--- src/aocc_defs.svh ---
// Constants for the analog output channel control block
`ifndef AOCC_DEFS_SVH
`define AOCC_DEFS_SVH

// ==========================================================
// Register offsets
`define AOCC_CTRL_OFS 12'h000
`define AOCC_STAT_OFS 12'h004
`define AOCC_CH_BASE 12'h010
`define AOCC_CH_STRIDE 12'h020
`define AOCC_CFG_OFS 12'h000
`define AOCC_UPPER_OFS 12'h004
`define AOCC_LOWER_OFS 12'h008
`define AOCC_FAULT_OFS 12'h00c
`define AOCC_CMD_OFS 12'h010
`define AOCC_DRIVE_OFS 12'h014

// ==========================================================
// Field positions
`define AOCC_CTRL_SHORT_BIT 0
`define AOCC_CTRL_FMT_LSB 1
`define AOCC_CFG_RANGE_LSB 0
`define AOCC_CFG_UPEN_BIT 3
`define AOCC_CFG_LOEN_BIT 4
`define AOCC_CFG_FMODE_BIT 5
`define AOCC_STAT_SHORT_BIT 0
`define AOCC_STAT_UP_LSB 1
`define AOCC_STAT_LO_LSB 3
`define AOCC_STAT_COMM_BIT 5
`define AOCC_STAT_HCSOFT_BIT 6
`define AOCC_DRIVE_MODE_LSB 16

// ==========================================================
// Reset values and limits
`define AOCC_UPPER_RST 16'h03e8
`define AOCC_LOWER_RST 16'h0000
`define AOCC_FAULT_RST 16'h0000
`define AOCC_CMD_RST 16'h0000
`define AOCC_RANGE_MIN 3'h3
`define AOCC_RANGE_MAX 3'h7

`endif

--- src/aocc_pkg.sv ---
// Types and shared functions of the analog output channel control block
package aocc_pkg;

  localparam int AOCC_NCH = 2;

  // ==========================================================
  // Enumerations
  typedef enum logic [1:0] {
    AOCC_FMT_OFFSET = 2'h0,
    AOCC_FMT_SIGNMAG = 2'h1,
    AOCC_FMT_TWOS = 2'h2,
    AOCC_FMT_LINEAR = 2'h3
  } aocc_fmt_e;

  typedef enum logic [2:0] {
    AOCC_RNG_0_10V = 3'h3,
    AOCC_RNG_0_5V = 3'h4,
    AOCC_RNG_1_5V = 3'h5,
    AOCC_RNG_0_20MA = 3'h6,
    AOCC_RNG_4_20MA = 3'h7
  } aocc_range_e;

  typedef enum logic [1:0] {
    AOCC_RUN = 2'b00,
    AOCC_HOLD = 2'b01,
    AOCC_FAULT = 2'b11
  } aocc_mode_e;

  // ==========================================================
  // Carriers
  typedef struct packed {
    aocc_range_e range;
    logic upper_en;
    logic lower_en;
    logic fault_mode;
    logic signed [15:0] upper;
    logic signed [15:0] lower;
    logic signed [15:0] fault;
  } aocc_ch_cfg_s;

  typedef struct packed {
    logic hit;
    logic glob;
    logic [0:0] ch;
    logic [11:0] ofs;
  } aocc_dec_s;

  // ==========================================================
  // Command value to signed output value
  function automatic logic signed [15:0] aocc_decode(input aocc_fmt_e fmt,
                                                    input logic [15:0] raw);
    logic [15:0] mag;
    mag = {1'b0, raw[14:0]};
    unique case (fmt)
      AOCC_FMT_OFFSET: aocc_decode = {~raw[15], raw[14:0]};
      AOCC_FMT_SIGNMAG: aocc_decode = raw[15] ? 16'(16'h0000 - mag) : mag;
      AOCC_FMT_TWOS: aocc_decode = raw;
      AOCC_FMT_LINEAR: aocc_decode = raw;
    endcase
  endfunction : aocc_decode

endpackage : aocc_pkg

--- src/aocc_apb.sv ---
// APB slave handshake for the analog output channel control block
`timescale 1ns/1ps
`default_nettype none
module aocc_apb
  import aocc_pkg::*;
(
  input wire logic pclk,
  input wire logic presetn,
  input wire logic psel,
  input wire logic penable,
  input wire logic pwrite,
  input wire logic hit,
  input wire logic [31:0] rdata,
  output logic pready,
  output logic [31:0] prdata,
  output logic pslverr,
  output logic wr_en
);

  logic pready_q, pready_d;
  logic pslverr_q, pslverr_d;
  logic [31:0] prdata_q, prdata_d;
  logic setup;

  // ==========================================================
  // Setup cycle captures answer
  always_comb begin
    setup = psel & ~penable;
    pready_d = setup;
    pslverr_d = setup & ~hit;
    prdata_d = prdata_q;
    if (setup) begin
      prdata_d = (hit & ~pwrite) ? rdata : 32'h0000_0000;
    end
  end

  always_ff @(posedge pclk or negedge presetn) begin
    if (!presetn) begin
      pready_q <= 1'b0;
      pslverr_q <= 1'b0;
      prdata_q <= 32'h0000_0000;
    end else begin
      pready_q <= pready_d;
      pslverr_q <= pslverr_d;
      prdata_q <= prdata_d;
    end
  end

  assign pready = pready_q;
  assign pslverr = pslverr_q;
  assign prdata = prdata_q;
  assign wr_en = psel & penable & pready_q & pwrite & ~pslverr_q;

endmodule : aocc_apb
`default_nettype wire

--- src/aocc_chan.sv ---
// One analog output channel: value selection and limit monitoring
`timescale 1ns/1ps
`default_nettype none
module aocc_chan
  import aocc_pkg::*;
(
  input wire logic pclk,
  input wire logic presetn,
  input wire aocc_ch_cfg_s cfg,
  input wire aocc_fmt_e fmt,
  input wire logic [15:0] cmd,
  input wire logic comm_err,
  input wire logic hc_soft,
  output logic signed [15:0] drive,
  output aocc_mode_e mode,
  output logic up_err,
  output logic lo_err
);

  aocc_mode_e mode_q, mode_d;
  logic signed [15:0] drive_q, drive_d;
  logic up_err_q, up_err_d;
  logic lo_err_q, lo_err_d;

  // ==========================================================
  // Output value selection
  always_comb begin
    if (comm_err & hc_soft) begin
      mode_d = cfg.fault_mode ? AOCC_FAULT : AOCC_HOLD;
    end else begin
      mode_d = AOCC_RUN;
    end
    unique case (mode_d)
      AOCC_RUN: drive_d = aocc_decode(fmt, cmd);
      AOCC_HOLD: drive_d = drive_q;
      AOCC_FAULT: drive_d = cfg.fault;
      default: drive_d = drive_q;
    endcase
    up_err_d = cfg.upper_en & (drive_d > cfg.upper);
    lo_err_d = cfg.lower_en & (drive_d < cfg.lower);
  end

  always_ff @(posedge pclk or negedge presetn) begin
    if (!presetn) begin
      mode_q <= AOCC_RUN;
      drive_q <= 16'sh0000;
      up_err_q <= 1'b0;
      lo_err_q <= 1'b0;
    end else begin
      mode_q <= mode_d;
      drive_q <= drive_d;
      up_err_q <= up_err_d;
      lo_err_q <= lo_err_d;
    end
  end

  assign drive = drive_q;
  assign mode = mode_q;
  assign up_err = up_err_q;
  assign lo_err = lo_err_q;

endmodule : aocc_chan
`default_nettype wire

--- src/aocc_top.sv ---
// Top of the analog output channel control block: registers and channels
`include "aocc_defs.svh"
`timescale 1ns/1ps
`default_nettype none
module aocc_top
  import aocc_pkg::*;
(
  input wire logic pclk,
  input wire logic presetn,
  input wire logic psel,
  input wire logic penable,
  input wire logic pwrite,
  input wire logic [11:0] paddr,
  input wire logic [31:0] pwdata,
  output logic [31:0] prdata,
  output logic pready,
  output logic pslverr,
  input wire logic short_det,
  input wire logic comm_err,
  input wire logic hc_soft,
  output logic [AOCC_NCH-1:0][15:0] dac_value,
  output logic [AOCC_NCH-1:0][2:0] range_sel,
  output logic short_err,
  output logic [AOCC_NCH-1:0] upper_err,
  output logic [AOCC_NCH-1:0] lower_err
);

  // ==========================================================
  // Address decoding
  function automatic aocc_dec_s aocc_addr(input logic [11:0] a);
    aocc_dec_s d;
    logic [11:0] rel;
    d = '0;
    rel = 12'(a - `AOCC_CH_BASE);
    if (a == `AOCC_CTRL_OFS || a == `AOCC_STAT_OFS) begin
      d.hit = 1'b1;
      d.glob = 1'b1;
      d.ofs = a;
    end else if (a >= `AOCC_CH_BASE &&
                 rel < 12'(`AOCC_CH_STRIDE * AOCC_NCH)) begin
      d.ch = rel[5];
      d.ofs = rel & 12'(`AOCC_CH_STRIDE - 1);
      d.hit = (d.ofs <= `AOCC_DRIVE_OFS) && (d.ofs[1:0] == 2'b00);
    end
    return d;
  endfunction : aocc_addr

  // ==========================================================
  // Declarations
  aocc_dec_s dec;
  logic wr_en;
  logic [31:0] rdata;
  logic short_mon_q, short_mon_d;
  aocc_fmt_e fmt_q, fmt_d;
  aocc_ch_cfg_s cfg_q [AOCC_NCH];
  aocc_ch_cfg_s cfg_d [AOCC_NCH];
  logic [15:0] cmd_q [AOCC_NCH];
  logic [15:0] cmd_d [AOCC_NCH];
  logic short_err_q, short_err_d;
  logic signed [15:0] drive [AOCC_NCH];
  aocc_mode_e mode [AOCC_NCH];
  logic [AOCC_NCH-1:0] up_err;
  logic [AOCC_NCH-1:0] lo_err;
  logic [2:0] new_range;
  logic [31:0] stat;

  assign dec = aocc_addr(paddr);

  // ==========================================================
  // Bus slave
  aocc_apb u_apb (
    .pclk(pclk),
    .presetn(presetn),
    .psel(psel),
    .penable(penable),
    .pwrite(pwrite),
    .hit(dec.hit),
    .rdata(rdata),
    .pready(pready),
    .prdata(prdata),
    .pslverr(pslverr),
    .wr_en(wr_en)
  );

  // ==========================================================
  // Unit control register
  always_comb begin
    short_mon_d = short_mon_q;
    fmt_d = fmt_q;
    if (wr_en && dec.glob && dec.ofs == `AOCC_CTRL_OFS) begin
      short_mon_d = pwdata[`AOCC_CTRL_SHORT_BIT];
      fmt_d = aocc_fmt_e'(pwdata[`AOCC_CTRL_FMT_LSB +: 2]);
    end
  end

  always_ff @(posedge pclk or negedge presetn) begin
    if (!presetn) begin
      short_mon_q <= 1'b0;
      fmt_q <= AOCC_FMT_OFFSET;
    end else begin
      short_mon_q <= short_mon_d;
      fmt_q <= fmt_d;
    end
  end

  // ==========================================================
  // Channel registers
  always_comb begin
    new_range = pwdata[`AOCC_CFG_RANGE_LSB +: 3];
    for (int i = 0; i < AOCC_NCH; i++) begin
      cfg_d[i] = cfg_q[i];
      cmd_d[i] = cmd_q[i];
      if (wr_en && !dec.glob && int'(dec.ch) == i) begin
        unique case (dec.ofs)
          `AOCC_CFG_OFS: begin
            if (new_range >= `AOCC_RANGE_MIN && new_range <= `AOCC_RANGE_MAX) begin
              cfg_d[i].range = aocc_range_e'(new_range);
            end
            cfg_d[i].upper_en = pwdata[`AOCC_CFG_UPEN_BIT];
            cfg_d[i].lower_en = pwdata[`AOCC_CFG_LOEN_BIT];
            cfg_d[i].fault_mode = pwdata[`AOCC_CFG_FMODE_BIT];
          end
          `AOCC_UPPER_OFS: cfg_d[i].upper = pwdata[15:0];
          `AOCC_LOWER_OFS: cfg_d[i].lower = pwdata[15:0];
          `AOCC_FAULT_OFS: cfg_d[i].fault = pwdata[15:0];
          `AOCC_CMD_OFS: cmd_d[i] = pwdata[15:0];
          default: begin
          end
        endcase
      end
    end
  end

  always_ff @(posedge pclk or negedge presetn) begin
    if (!presetn) begin
      for (int i = 0; i < AOCC_NCH; i++) begin
        cfg_q[i].range <= AOCC_RNG_0_10V;
        cfg_q[i].upper_en <= 1'b0;
        cfg_q[i].lower_en <= 1'b0;
        cfg_q[i].fault_mode <= 1'b0;
        cfg_q[i].upper <= `AOCC_UPPER_RST;
        cfg_q[i].lower <= `AOCC_LOWER_RST;
        cfg_q[i].fault <= `AOCC_FAULT_RST;
        cmd_q[i] <= `AOCC_CMD_RST;
      end
    end else begin
      for (int i = 0; i < AOCC_NCH; i++) begin
        cfg_q[i] <= cfg_d[i];
        cmd_q[i] <= cmd_d[i];
      end
    end
  end

  // ==========================================================
  // Channels
  for (genvar g = 0; g < AOCC_NCH; g++) begin : g_ch
    aocc_chan u_chan (
      .pclk(pclk),
      .presetn(presetn),
      .cfg(cfg_q[g]),
      .fmt(fmt_q),
      .cmd(cmd_q[g]),
      .comm_err(comm_err),
      .hc_soft(hc_soft),
      .drive(drive[g]),
      .mode(mode[g]),
      .up_err(up_err[g]),
      .lo_err(lo_err[g])
    );
    assign dac_value[g] = drive[g];
    assign range_sel[g] = cfg_q[g].range;
  end

  assign upper_err = up_err;
  assign lower_err = lo_err;

  // ==========================================================
  // Short circuit error
  always_comb begin
    short_err_d = short_mon_q & short_det;
  end

  always_ff @(posedge pclk or negedge presetn) begin
    if (!presetn) begin
      short_err_q <= 1'b0;
    end else begin
      short_err_q <= short_err_d;
    end
  end

  assign short_err = short_err_q;

  // ==========================================================
  // Read data
  always_comb begin
    stat = 32'h0000_0000;
    stat[`AOCC_STAT_SHORT_BIT] = short_err_q;
    stat[`AOCC_STAT_UP_LSB +: AOCC_NCH] = up_err;
    stat[`AOCC_STAT_LO_LSB +: AOCC_NCH] = lo_err;
    stat[`AOCC_STAT_COMM_BIT] = comm_err;
    stat[`AOCC_STAT_HCSOFT_BIT] = hc_soft;
    rdata = 32'h0000_0000;
    if (dec.glob) begin
      if (dec.ofs == `AOCC_CTRL_OFS) begin
        rdata[`AOCC_CTRL_SHORT_BIT] = short_mon_q;
        rdata[`AOCC_CTRL_FMT_LSB +: 2] = fmt_q;
      end else begin
        rdata = stat;
      end
    end else begin
      unique case (dec.ofs)
        `AOCC_CFG_OFS: begin
          rdata[`AOCC_CFG_RANGE_LSB +: 3] = cfg_q[dec.ch].range;
          rdata[`AOCC_CFG_UPEN_BIT] = cfg_q[dec.ch].upper_en;
          rdata[`AOCC_CFG_LOEN_BIT] = cfg_q[dec.ch].lower_en;
          rdata[`AOCC_CFG_FMODE_BIT] = cfg_q[dec.ch].fault_mode;
        end
        `AOCC_UPPER_OFS: rdata[15:0] = cfg_q[dec.ch].upper;
        `AOCC_LOWER_OFS: rdata[15:0] = cfg_q[dec.ch].lower;
        `AOCC_FAULT_OFS: rdata[15:0] = cfg_q[dec.ch].fault;
        `AOCC_CMD_OFS: rdata[15:0] = cmd_q[dec.ch];
        `AOCC_DRIVE_OFS: begin
          rdata[15:0] = drive[dec.ch];
          rdata[`AOCC_DRIVE_MODE_LSB +: 2] = mode[dec.ch];
        end
        default: rdata = 32'h0000_0000;
      endcase
    end
  end

endmodule : aocc_top
`default_nettype wire

--- config.mk ---
export PLATFORM = sky130hd
export DESIGN_NAME = aocc_top
export DESIGN_NICKNAME = d
export VERILOG_FILES = /design/src/aocc_pkg.sv /design/src/aocc_apb.sv /design/src/aocc_chan.sv /design/src/aocc_top.sv
export VERILOG_INCLUDE_DIRS = /design/src
export SDC_FILE = /design/constraint.sdc
export NUM_CORES = 1
export LEC_CHECK = 0
export ABC_AREA = 0
export BUFFER_PORTS_ARGS = -buffer_cell sky130_fd_sc_hd__buf_2
export CAP_MARGIN = 25
export CORE_MARGIN = 2
export CORE_UTILIZATION = 59
export CTS_CLUSTER_DIAMETER = 200
export DETAILED_ROUTE_END_ITERATION = 8
export PLACE_DENSITY = 0.78
export REMOVE_ABC_BUFFERS = 1
export SYNTH_ARGS = -nofsm -noshare
export SYNTH_HDL_FRONTEND = slang
export SYNTH_SLANG_ARGS = --single-unit
export TNS_END_PERCENT = 30
--- constraint.sdc ---
create_clock -name pclk -period 3.85 [get_ports pclk]
set_input_delay 0.385 -clock pclk [delete_from_list [all_inputs] [get_ports pclk]]
set_output_delay 0.385 -clock pclk [all_outputs]
set_load 0.02 [all_outputs]
==> implementation parameters, run 1 <==
Parameter                              Value

Run status
  Result of the run ... finished, final reports clean

Yosys
  Share of async-settable or async-resettable flops after synthesis ... 1.00
  Cell type with the largest total area after synthesis ... sky130_fd_sc_hd__dfrtp_1
  Cell area after synthesis ... roughly 12,000 µm²
  Main area contributors after synthesis ... sky130_fd_sc_hd__dfrtp_1 39%, sky130_fd_sc_hd__mux2_2 6.8%, sky130_fd_sc_hd__ha_1 6.8%
  Post-synthesis sequential element count ... just over 200
  Count of unique library cells instantiated by Yosys ... 69
  Most used flip-flop cell after synthesis ... sky130_fd_sc_hd__dfrtp_1
  Commonest cells in the synthesized netlist ... 187 x sky130_fd_sc_hd__dfrtp_1, 134 x sky130_fd_sc_hd__nand2_1, 104 x sky130_fd_sc_hd__o21ai_0
  Count of flip-flops with a built-in enable after synthesis ... 0
  Post-Synthesis Mean Instance Area ... just under 10 µm²
  Post-synthesis cell count ... 1,230
  Register area share after synthesis ... 0.424
  Most common cell in the synthesized netlist ... sky130_fd_sc_hd__dfrtp_1
  YS warnings ... 0
  Fraction of synthesized cell area taken by the top area cell type ... 0.389

Critical path
  Terminus of the critical flop-to-flop path ... g_ch[0].u_chan.lo_err$_DFF_PN0_
  Kind of end point of the critical path ... flip-flop
  Critical Path Sink ... g_ch[0].u_chan.lo_err$_DFF_PN0_
  Max Fanout on Critical Path ... 6
  R2r startpoint ... cmd_q[19]$_DFFE_PN0P_
  R2r worst-path depth ... 14
  Start point of the critical path ... cmd_q[19]$_DFFE_PN0P_
  Critical path launch point type ... flip-flop
  Crit path arrival time ... approximately 4100 ps
  Required time reported for the critical path endpoint ... between 4000 and 5000 ps
  Reg-to-reg slack, setup ... between 200 and 250 ps
  Classification of the worst setup path ... reg -> reg

STA
  Largest clock skew in the final design ... about 14 ps
  Final worst path period share ... 0.940
  Final-report setup violation count ... 0
  Final worst setup slack ... 232 ps
  Worst hold slack ... a little under 90 ps
  Min Clock Period, post-route ... 3620 ps
  Number of endpoints with negative hold slack in the final report ... 0
  Slew margin rel. ... 0.402
  Worst-Margin Slew ... approximately 900 ps
  Achievable clock frequency ... 276 MHz
  Sum of negative setup slack ... 0 ps
  Slew Viols, Final ... 0
  RSZ-0062 raised after global routing ... no

Power and ir drop
  Areal power density over the cells ... approximately 370 nW/µm²
  Peak supply drop ... approximately 0.00028 V
  Pleak ... 6.55 nW

Floorplanning
  Initial core utilization ... 0.598
  Width of the die ... ~150 µm
  Area inside the core boundary ... a little over 20,000 µm²
  Die area ... roughly 22,000 µm²
  Placement Rows ... 52
  Top Ports ... 129
  Die height ... between 100 and 150 µm

Global route
  Antenna violations before repair ... 0
  Via count of the first global-routing pass ... around 10k
  Maximum number of pins on one net before global-route repair ... roughly 90
  First-pass GRT wire length ... 57,600 µm
  Overall routing resource usage ... 0.348
  GR Overflow Total ... 0

Placement
  Setup slack at placement ... between 300 and 400 ps
  Final weighted congestion in routability-driven placement ... 0.970
  Count of buffers inserted at the top-level ports ... 98
  Cell count after placement ... about 1.6k
  Detailed-placement wirelength estimate ... roughly 27,000 µm

CTS
  Total number of H-tree levels ... 1
  Insertion delay to the later sink of the worst-skew pair ... a little over 500 ps
  Master cell of the clock root buffer ... sky130_fd_sc_hd__clkbuf_16
  Clock tree from TritonCTS ... yes
  Clock tree buffer depth ... 3
  CTS buffer count ... 23
  Clock Sink Count ... 203
  Clock-pin slew reported for the worst setup and hold paths after clock tree synthesis ... 70 ps
  Post-CTS Repair Setup Buffers ... 0

Drt
  DRC ... 0
  Vias after detailed routing ... 10.4k
  Post-route ant nets ... 0
  Violation count after the first detailed-route iteration ... approximately 950
  Drt first pass iters ... 8
  Wirelength per Cell ... 23.4 µm
  Avg Vias per Cell ... ~6.5
  Routed wire length ... 37,600 µm

Layout
  Storage cell area ... 5100 µm²
  Finished Layout Cells ... ~1.6k
  Share of layout cells above drive strength 1 ... 0.225
  Final net count ... around 1.4k
  # fillers ... roughly 1.6k
  Area overhead of the layout relative to synthesis ... 13.2%
  Antenna Diode Count ... 0
  Area occupied by multi-input gates ... about 6200 µm²

Job
  Max-cap violations ... 0

Hold path
  Type of the tightest min-delay check ... in -> reg
  Critical hold path startpoint ... short_det
==> metrics by stage <==
stage / power (mW) / instance area, µm² / util
4_1_cts: 5.08 / 13600 / 0.677
2_1_floorplan: 2.51 / 11600 / -
3_3_place_gp: 2.74 / 12800 / 0.637
5_1_grt: 5.23 / 13600 / 0.678
3_5_place_dp: 2.75 / 12800 / 0.637
6_report: 5.09 / 13600 / 0.678
==> power by group <==
group,total (mW),internal [mW],switching [mW]
Sequential,2.24,2.18,0.0594
Clock,2.36,1.46,0.899
Combinational,0.495,0.170,0.325
Total,5.09,3.81,1.28
==> layout make-up <==
class,instances,area share
clock buffer,33,0.0487
clock inverter,7,0.0104
inverter,80,0.0220
multi-input combinational,871,0.457
sequential,203,0.374
tap,270,0.0248
timing repair buffer,142,0.0629
==> metal layers <==
metal  vias up  global-route usage  wire length (µm)
li1       4531                   -                 -
met1      4966               0.448             14000
met2       718               0.557             17100
met3       173              0.0761              4190
met4         0               0.181              2300
met5         -                   0                 0
==> timing repair <==
item	CTS	global route
hold buffers	1	0
endpoints found under the hold margin	80	0
setup endpoints to repair	0	1
resized for setup	0	1
==> placed cells by master, fill, tap and decap left out, drive strengths merged, types with 16 or more instances in the layout <==
cell type / netlist / final
dfstp: 16 / 16
nor2b: 34 / 34
buf: 47 / 140
mux2: 82 / 82
nand2: 135 / 135
ha: 65 / 65
a211oi: 31 / 31
o21ai: 104 / 104
xnor2: 17 / 17
a21oi: 95 / 95
mux2i: 51 / 51
nand4: 18 / 18
clkbuf: 42 / 34
nor2: 45 / 45
inv: 80 / 81
o22ai: 17 / 17
nor3: 16 / 16
dfrtp: 187 / 187
==> flip-flops by register name, indices dropped and copies added (netlist names) <==
name,count
short_err,1
cmd_q,32
g_ch.u_chan.lo_err,2
g_ch.u_chan.drive,32
short_mon_q,1
u_apb.pslverr,1
u_apb.pready,1
cfg_q,102
u_apb.prdata,18
g_ch.u_chan.up_err,2
fmt_q,2
range_sel,6
g_ch.u_chan.mode,3
==> worst min-delay path by stage <==
stage | slack [ps] | cells after the start | to
3_3_place_gp | 460 | 1 | u_apb.prdata[16]$_DFFE_PN0P_
2_1_floorplan | 90 | 0 | cfg_q[0]$_DFFE_PN0P_
5_1_grt | 90 | 2 | short_err$_DFF_PN0_
3_5_place_dp | 470 | 1 | u_apb.prdata[16]$_DFFE_PN0P_
6_report | 90 | 2 | short_err$_DFF_PN0_
4_1_cts | 80 | 2 | short_err$_DFF_PN0_
==> critical path, cell delays in order (launching register included) <==
cell and delay [ps]:
sky130_fd_sc_hd__dfrtp_1 440, sky130_fd_sc_hd__nor4_1 490, sky130_fd_sc_hd__nor4b_2 380, sky130_fd_sc_hd__buf_4 230, sky130_fd_sc_hd__a21oi_1 90, sky130_fd_sc_hd__xnor2_1 130, sky130_fd_sc_hd__a21oi_1 260, sky130_fd_sc_hd__ha_1 320
sky130_fd_sc_hd__a21oi_1 180, sky130_fd_sc_hd__nor2b_1 60, sky130_fd_sc_hd__o21ai_0 210, sky130_fd_sc_hd__nand2b_1 100, sky130_fd_sc_hd__a211oi_1 290, sky130_fd_sc_hd__o2111ai_1 160, sky130_fd_sc_hd__mux2i_1 190
==> cells by family after synthesis <==
group                      share of synthesized area
adders and majority gates                     0.0676
AOI/OAI and AO/OA                              0.161
xor gates and xnor gates                      0.0197
other                                       0.000312
and+or+nand+nor                                0.122
muxes                                          0.140
DFF                                            0.424
buffers and inverters                         0.0652
Power figures use the tool's default switching activity.
==> run 2: changes to the inputs <==
- CORE_UTILIZATION: 59 -> 34
- PLACE_DENSITY: 0.78 -> 0.49
==> implementation parameters, run 2 (same netlist as run 1, synthesis figures left out) <==
Parameter                              Value

CTS
  Clock Sink Count ... 203 (unchanged)
  Insertion delay to the later sink of the worst-skew pair ... 530 ps (+20 ps)
  Clock tree buffer depth ... 3 (unchanged)
  Master cell of the clock root buffer ... sky130_fd_sc_hd__clkbuf_16
  CTS buffer count ... 24 (+4.3%)
  Clock tree from TritonCTS ... yes
  Clock-pin slew reported for the worst setup and hold paths after clock tree synthesis ... 60 ps (about the same)
  Total number of H-tree levels ... 1 (unchanged)

Drt
  Wirelength per Cell ... 23.3 µm (-0.63%)
  Drt first pass iters ... 5 (-3)
  Post-route ant nets ... 0 (unchanged)
  Avg Vias per Cell ... 5.39 (-17%)
  Vias after detailed routing ... 9,746 (-6.2%)
  Violation count after the first detailed-route iteration ... 805 (-15%)
  Routed wire length ... 42,100 µm (+12%)
  DRC ... 0 (unchanged)

Critical path
  Critical Path Sink ... g_ch[1].u_chan.lo_err$_DFF_PN0_
  Reg-to-reg slack, setup ... 340 ps (+110 ps)
  Critical path launch point type ... flip-flop
  Start point of the critical path ... fmt_q[1]$_DFFE_PN0P_
  Instance count on the critical path ... 13 (-1)
  Series of cell instances along the critical path ... nor2b_1 -> and2_1 -> buf_4 -> nor2_1 -> a211oi_1 -> a21oi_1 -> ha_1 -> nor3_1 -> a221oi_1 -> buf_4 -> a211o_1 -> a211oi_1 -> mux2i_1
  Worst stage delay on the critical path ... 440 ps (-50 ps)
  R2r startpoint ... fmt_q[1]$_DFFE_PN0P_
  Crit path arrival time ... 3960 ps (-90 ps)
  Required time reported for the critical path endpoint ... 4300 ps (+20 ps)
  Kind of end point of the critical path ... flip-flop
  Max Fanout on Critical Path ... 9 (+3)
  Buffering stage count on the worst path with inverters included ... 2 (+1)
  Family with the most delay on the worst path ... compound AO/OA/AOI/OAI gates
  Worst path slowest cell ... sky130_fd_sc_hd__dfrtp_1
  Classification of the worst setup path ... reg -> reg
  Terminus of the critical flop-to-flop path ... g_ch[1].u_chan.lo_err$_DFF_PN0_
  R2r worst-path depth ... 13 (-1)

Layout
  Final net count ... 1,452 (+0.97%)
  Max reg flops ... 102 (unchanged)
  Share of layout cells above drive strength 1 ... 0.235 (+0.00973)
  Area occupied by multi-input gates ... 6230 µm² (+0.10%)
  Top library cells by usage in the layout, fill and taps aside ... 187 x sky130_fd_sc_hd__dfrtp_1, 132 x sky130_fd_sc_hd__nand2_1, 104 x sky130_fd_sc_hd__o21ai_0
  Register ranked first by flip-flop count ... cfg_q
  Summed area of non-filler cells in the final layout ... 14,000 µm² (+3.0%)
  # fillers ... 3,517 (+130%)
  Storage cell area ... 5100 µm² (unchanged)
  Leading cell type in the layout, fill and taps excluded ... sky130_fd_sc_hd__dfrtp_1
  Antenna Diode Count ... 0 (unchanged)
  End-of-flow core utilization ... 0.404 (-0.273)
  Area overhead of the layout relative to synthesis ... 16.6%

STA
  Final-report setup violation count ... 0 (unchanged)
  RSZ-0062 raised after global routing ... no
  Min Clock Period, post-route ... 3510 ps (-107 ps)
  Slew margin rel. ... 0.370 (-0.0320)
  Number of endpoints with negative hold slack in the final report ... 0 (unchanged)
  Final worst path period share ... 0.912 (-0.0278)
  Achievable clock frequency ... 285 MHz (+3.0%)
  Worst-Margin Slew ... 945 ps (+48.0 ps)
  Worst hold slack ... 84.8 ps (-4.32 ps)
  Final worst setup slack ... 339 ps (+107 ps)
  Slew Viols, Final ... 0 (unchanged)
  Largest clock skew in the final design ... 10.4 ps (-3.30 ps)

Floorplanning
  Initial core utilization ... 0.347 (-0.252)
  Area inside the core boundary ... 34,700 µm² (+73%)
  Width of the die ... 192 µm (+31%)
  Die area ... 36,900 µm² (+71%)
  Die height ... 192 µm (+31%)
  Placement Rows ... 68 (+31%)
  Top Ports ... 129 (unchanged)

Hold path
  Depth of the worst hold-timing path ... 2 (unchanged)
  Type of the tightest min-delay check ... in -> reg

Power and ir drop
  Total internal power ... 3.83 mW (+0.47%)
  Peak supply drop ... 0.000272 V (-3.1%)
  Pleak ... 6.64 nW (+1.3%)
  Total net switching power ... 1.31 mW (+2.4%)
  Gate power share ... 0.102 (+0.005)
  Clock power frac ... 0.464 (about the same)
  Sequential share of power ... 0.433 (-0.006)
  Areal power density over the cells ... 367 nW/µm² (-2.0%)
  Net switching fraction of the power ... 0.256 (+0.00358)

Placement
  Final weighted congestion in routability-driven placement ... 0.920 (-5.2%)
  Setup slack at placement ... 304 ps (-27.7 ps)
  Total placed instance area ... 13,200 µm² (+2.9%)
  Count of buffers inserted at the top-level ports ... 98 (unchanged)
  Detailed-placement wirelength estimate ... 31,200 µm (+16%)

Global route
  First-pass GRT wire length ... 62,800 µm (+9.0%)
  Overall routing resource usage ... 0.231 (-0.117)
  Maximum number of pins on one net before global-route repair ... 106 (+19%)
  Via count of the first global-routing pass ... 9,645 (-5.8%)
  Antenna violations before repair ... 0 (unchanged)
  GR Overflow Total ... 0 (unchanged)

Job
  Max-cap violations ... 0 (unchanged)

Run status
  Result of the run ... finished, final reports clean
[run 2: changes by cell type in the layout (fill, tap and decap cells not counted), moves of 2 or more]
cell and delta:
sky130_fd_sc_hd__bufinv_16 -2, sky130_fd_sc_hd__buf_12 +3, sky130_fd_sc_hd__buf_4 +10, sky130_fd_sc_hd__clkbuf_16 +2
sky130_fd_sc_hd__clkbuf_8 +2
[run 2: power by group through the flow]
stage	combinational [mW]	sequential, mW	clock (mW)
final	0.526	2.23	2.39
after global routing	0.576	2.23	2.52
after CTS	0.527	2.23	2.44
after detailed placement	0.524	2.27	0
after global placement	0.522	2.27	0
after floorplan	0.218	2.29	0
[run 2: what timing repair did]
item / in CTS / in global routing
hold buffers: 1 / 0
setup endpoints to repair: 0 / 2
endpoints found under the hold margin: 96 / 0
resized for setup: 0 / 2
buffers inserted: 0 / 0
[run 2: worst register-to-register path: stages (launching register included)]
cell,delay [ps]
sky130_fd_sc_hd__dfrtp_1,440
sky130_fd_sc_hd__nor2b_1,230
sky130_fd_sc_hd__and2_1,420
sky130_fd_sc_hd__buf_4,220
sky130_fd_sc_hd__nor2_1,40
sky130_fd_sc_hd__a211oi_1,350
sky130_fd_sc_hd__a21oi_1,180
sky130_fd_sc_hd__ha_1,240
sky130_fd_sc_hd__nor3_1,190
sky130_fd_sc_hd__a221oi_1,150
sky130_fd_sc_hd__buf_4,180
sky130_fd_sc_hd__a211o_1,300
sky130_fd_sc_hd__a211oi_1,290
sky130_fd_sc_hd__mux2i_1,220
[run 2: cell type report]
class | count | area share
clock buffers | 39 | 0.0540
clock inverters | 5 | 0.00553
inverters | 80 | 0.0214
multi-input cells | 871 | 0.444
flip-flops and latches | 203 | 0.364
well taps | 455 | 0.0406
repair buffers | 155 | 0.0708
[run 2: worst min path at each step]
stage / slack (ps) / endpoint / start
CTS: 70 / short_err$_DFF_PN0_ / short_det
finish: 80 / short_err$_DFF_PN0_ / short_det
detailed placement: 450 / u_apb.prdata[16]$_DFFE_PN0P_ / g_ch[1].u_chan.mode[0]$_DFF_PN0_
global placement: 450 / u_apb.prdata[16]$_DFFE_PN0P_ / g_ch[1].u_chan.mode[0]$_DFF_PN0_
global route: 100 / short_err$_DFF_PN0_ / short_det
floorplan: 90 / cfg_q[0]$_DFFE_PN0P_ / presetn
[run 2: stage by stage]
step	instances	TNS, ps	power (mW)
after floorplan	1154	-114850	2.51
after global placement	1763	0	2.79
after detailed placement	1763	0	2.79
after CTS	1808	0	5.19
after global routing	1808	0	5.33
final	1808	0	5.14
[run 2: per-layer routing]
layer	routed length, µm	GRT usage	vias to the layer above
met4	1030	0.0564	0
met3	2210	0.0247	56
met5	0	0	-
met2	19500	0.377	307
met1	19400	0.326	4819
li1	-	-	4564
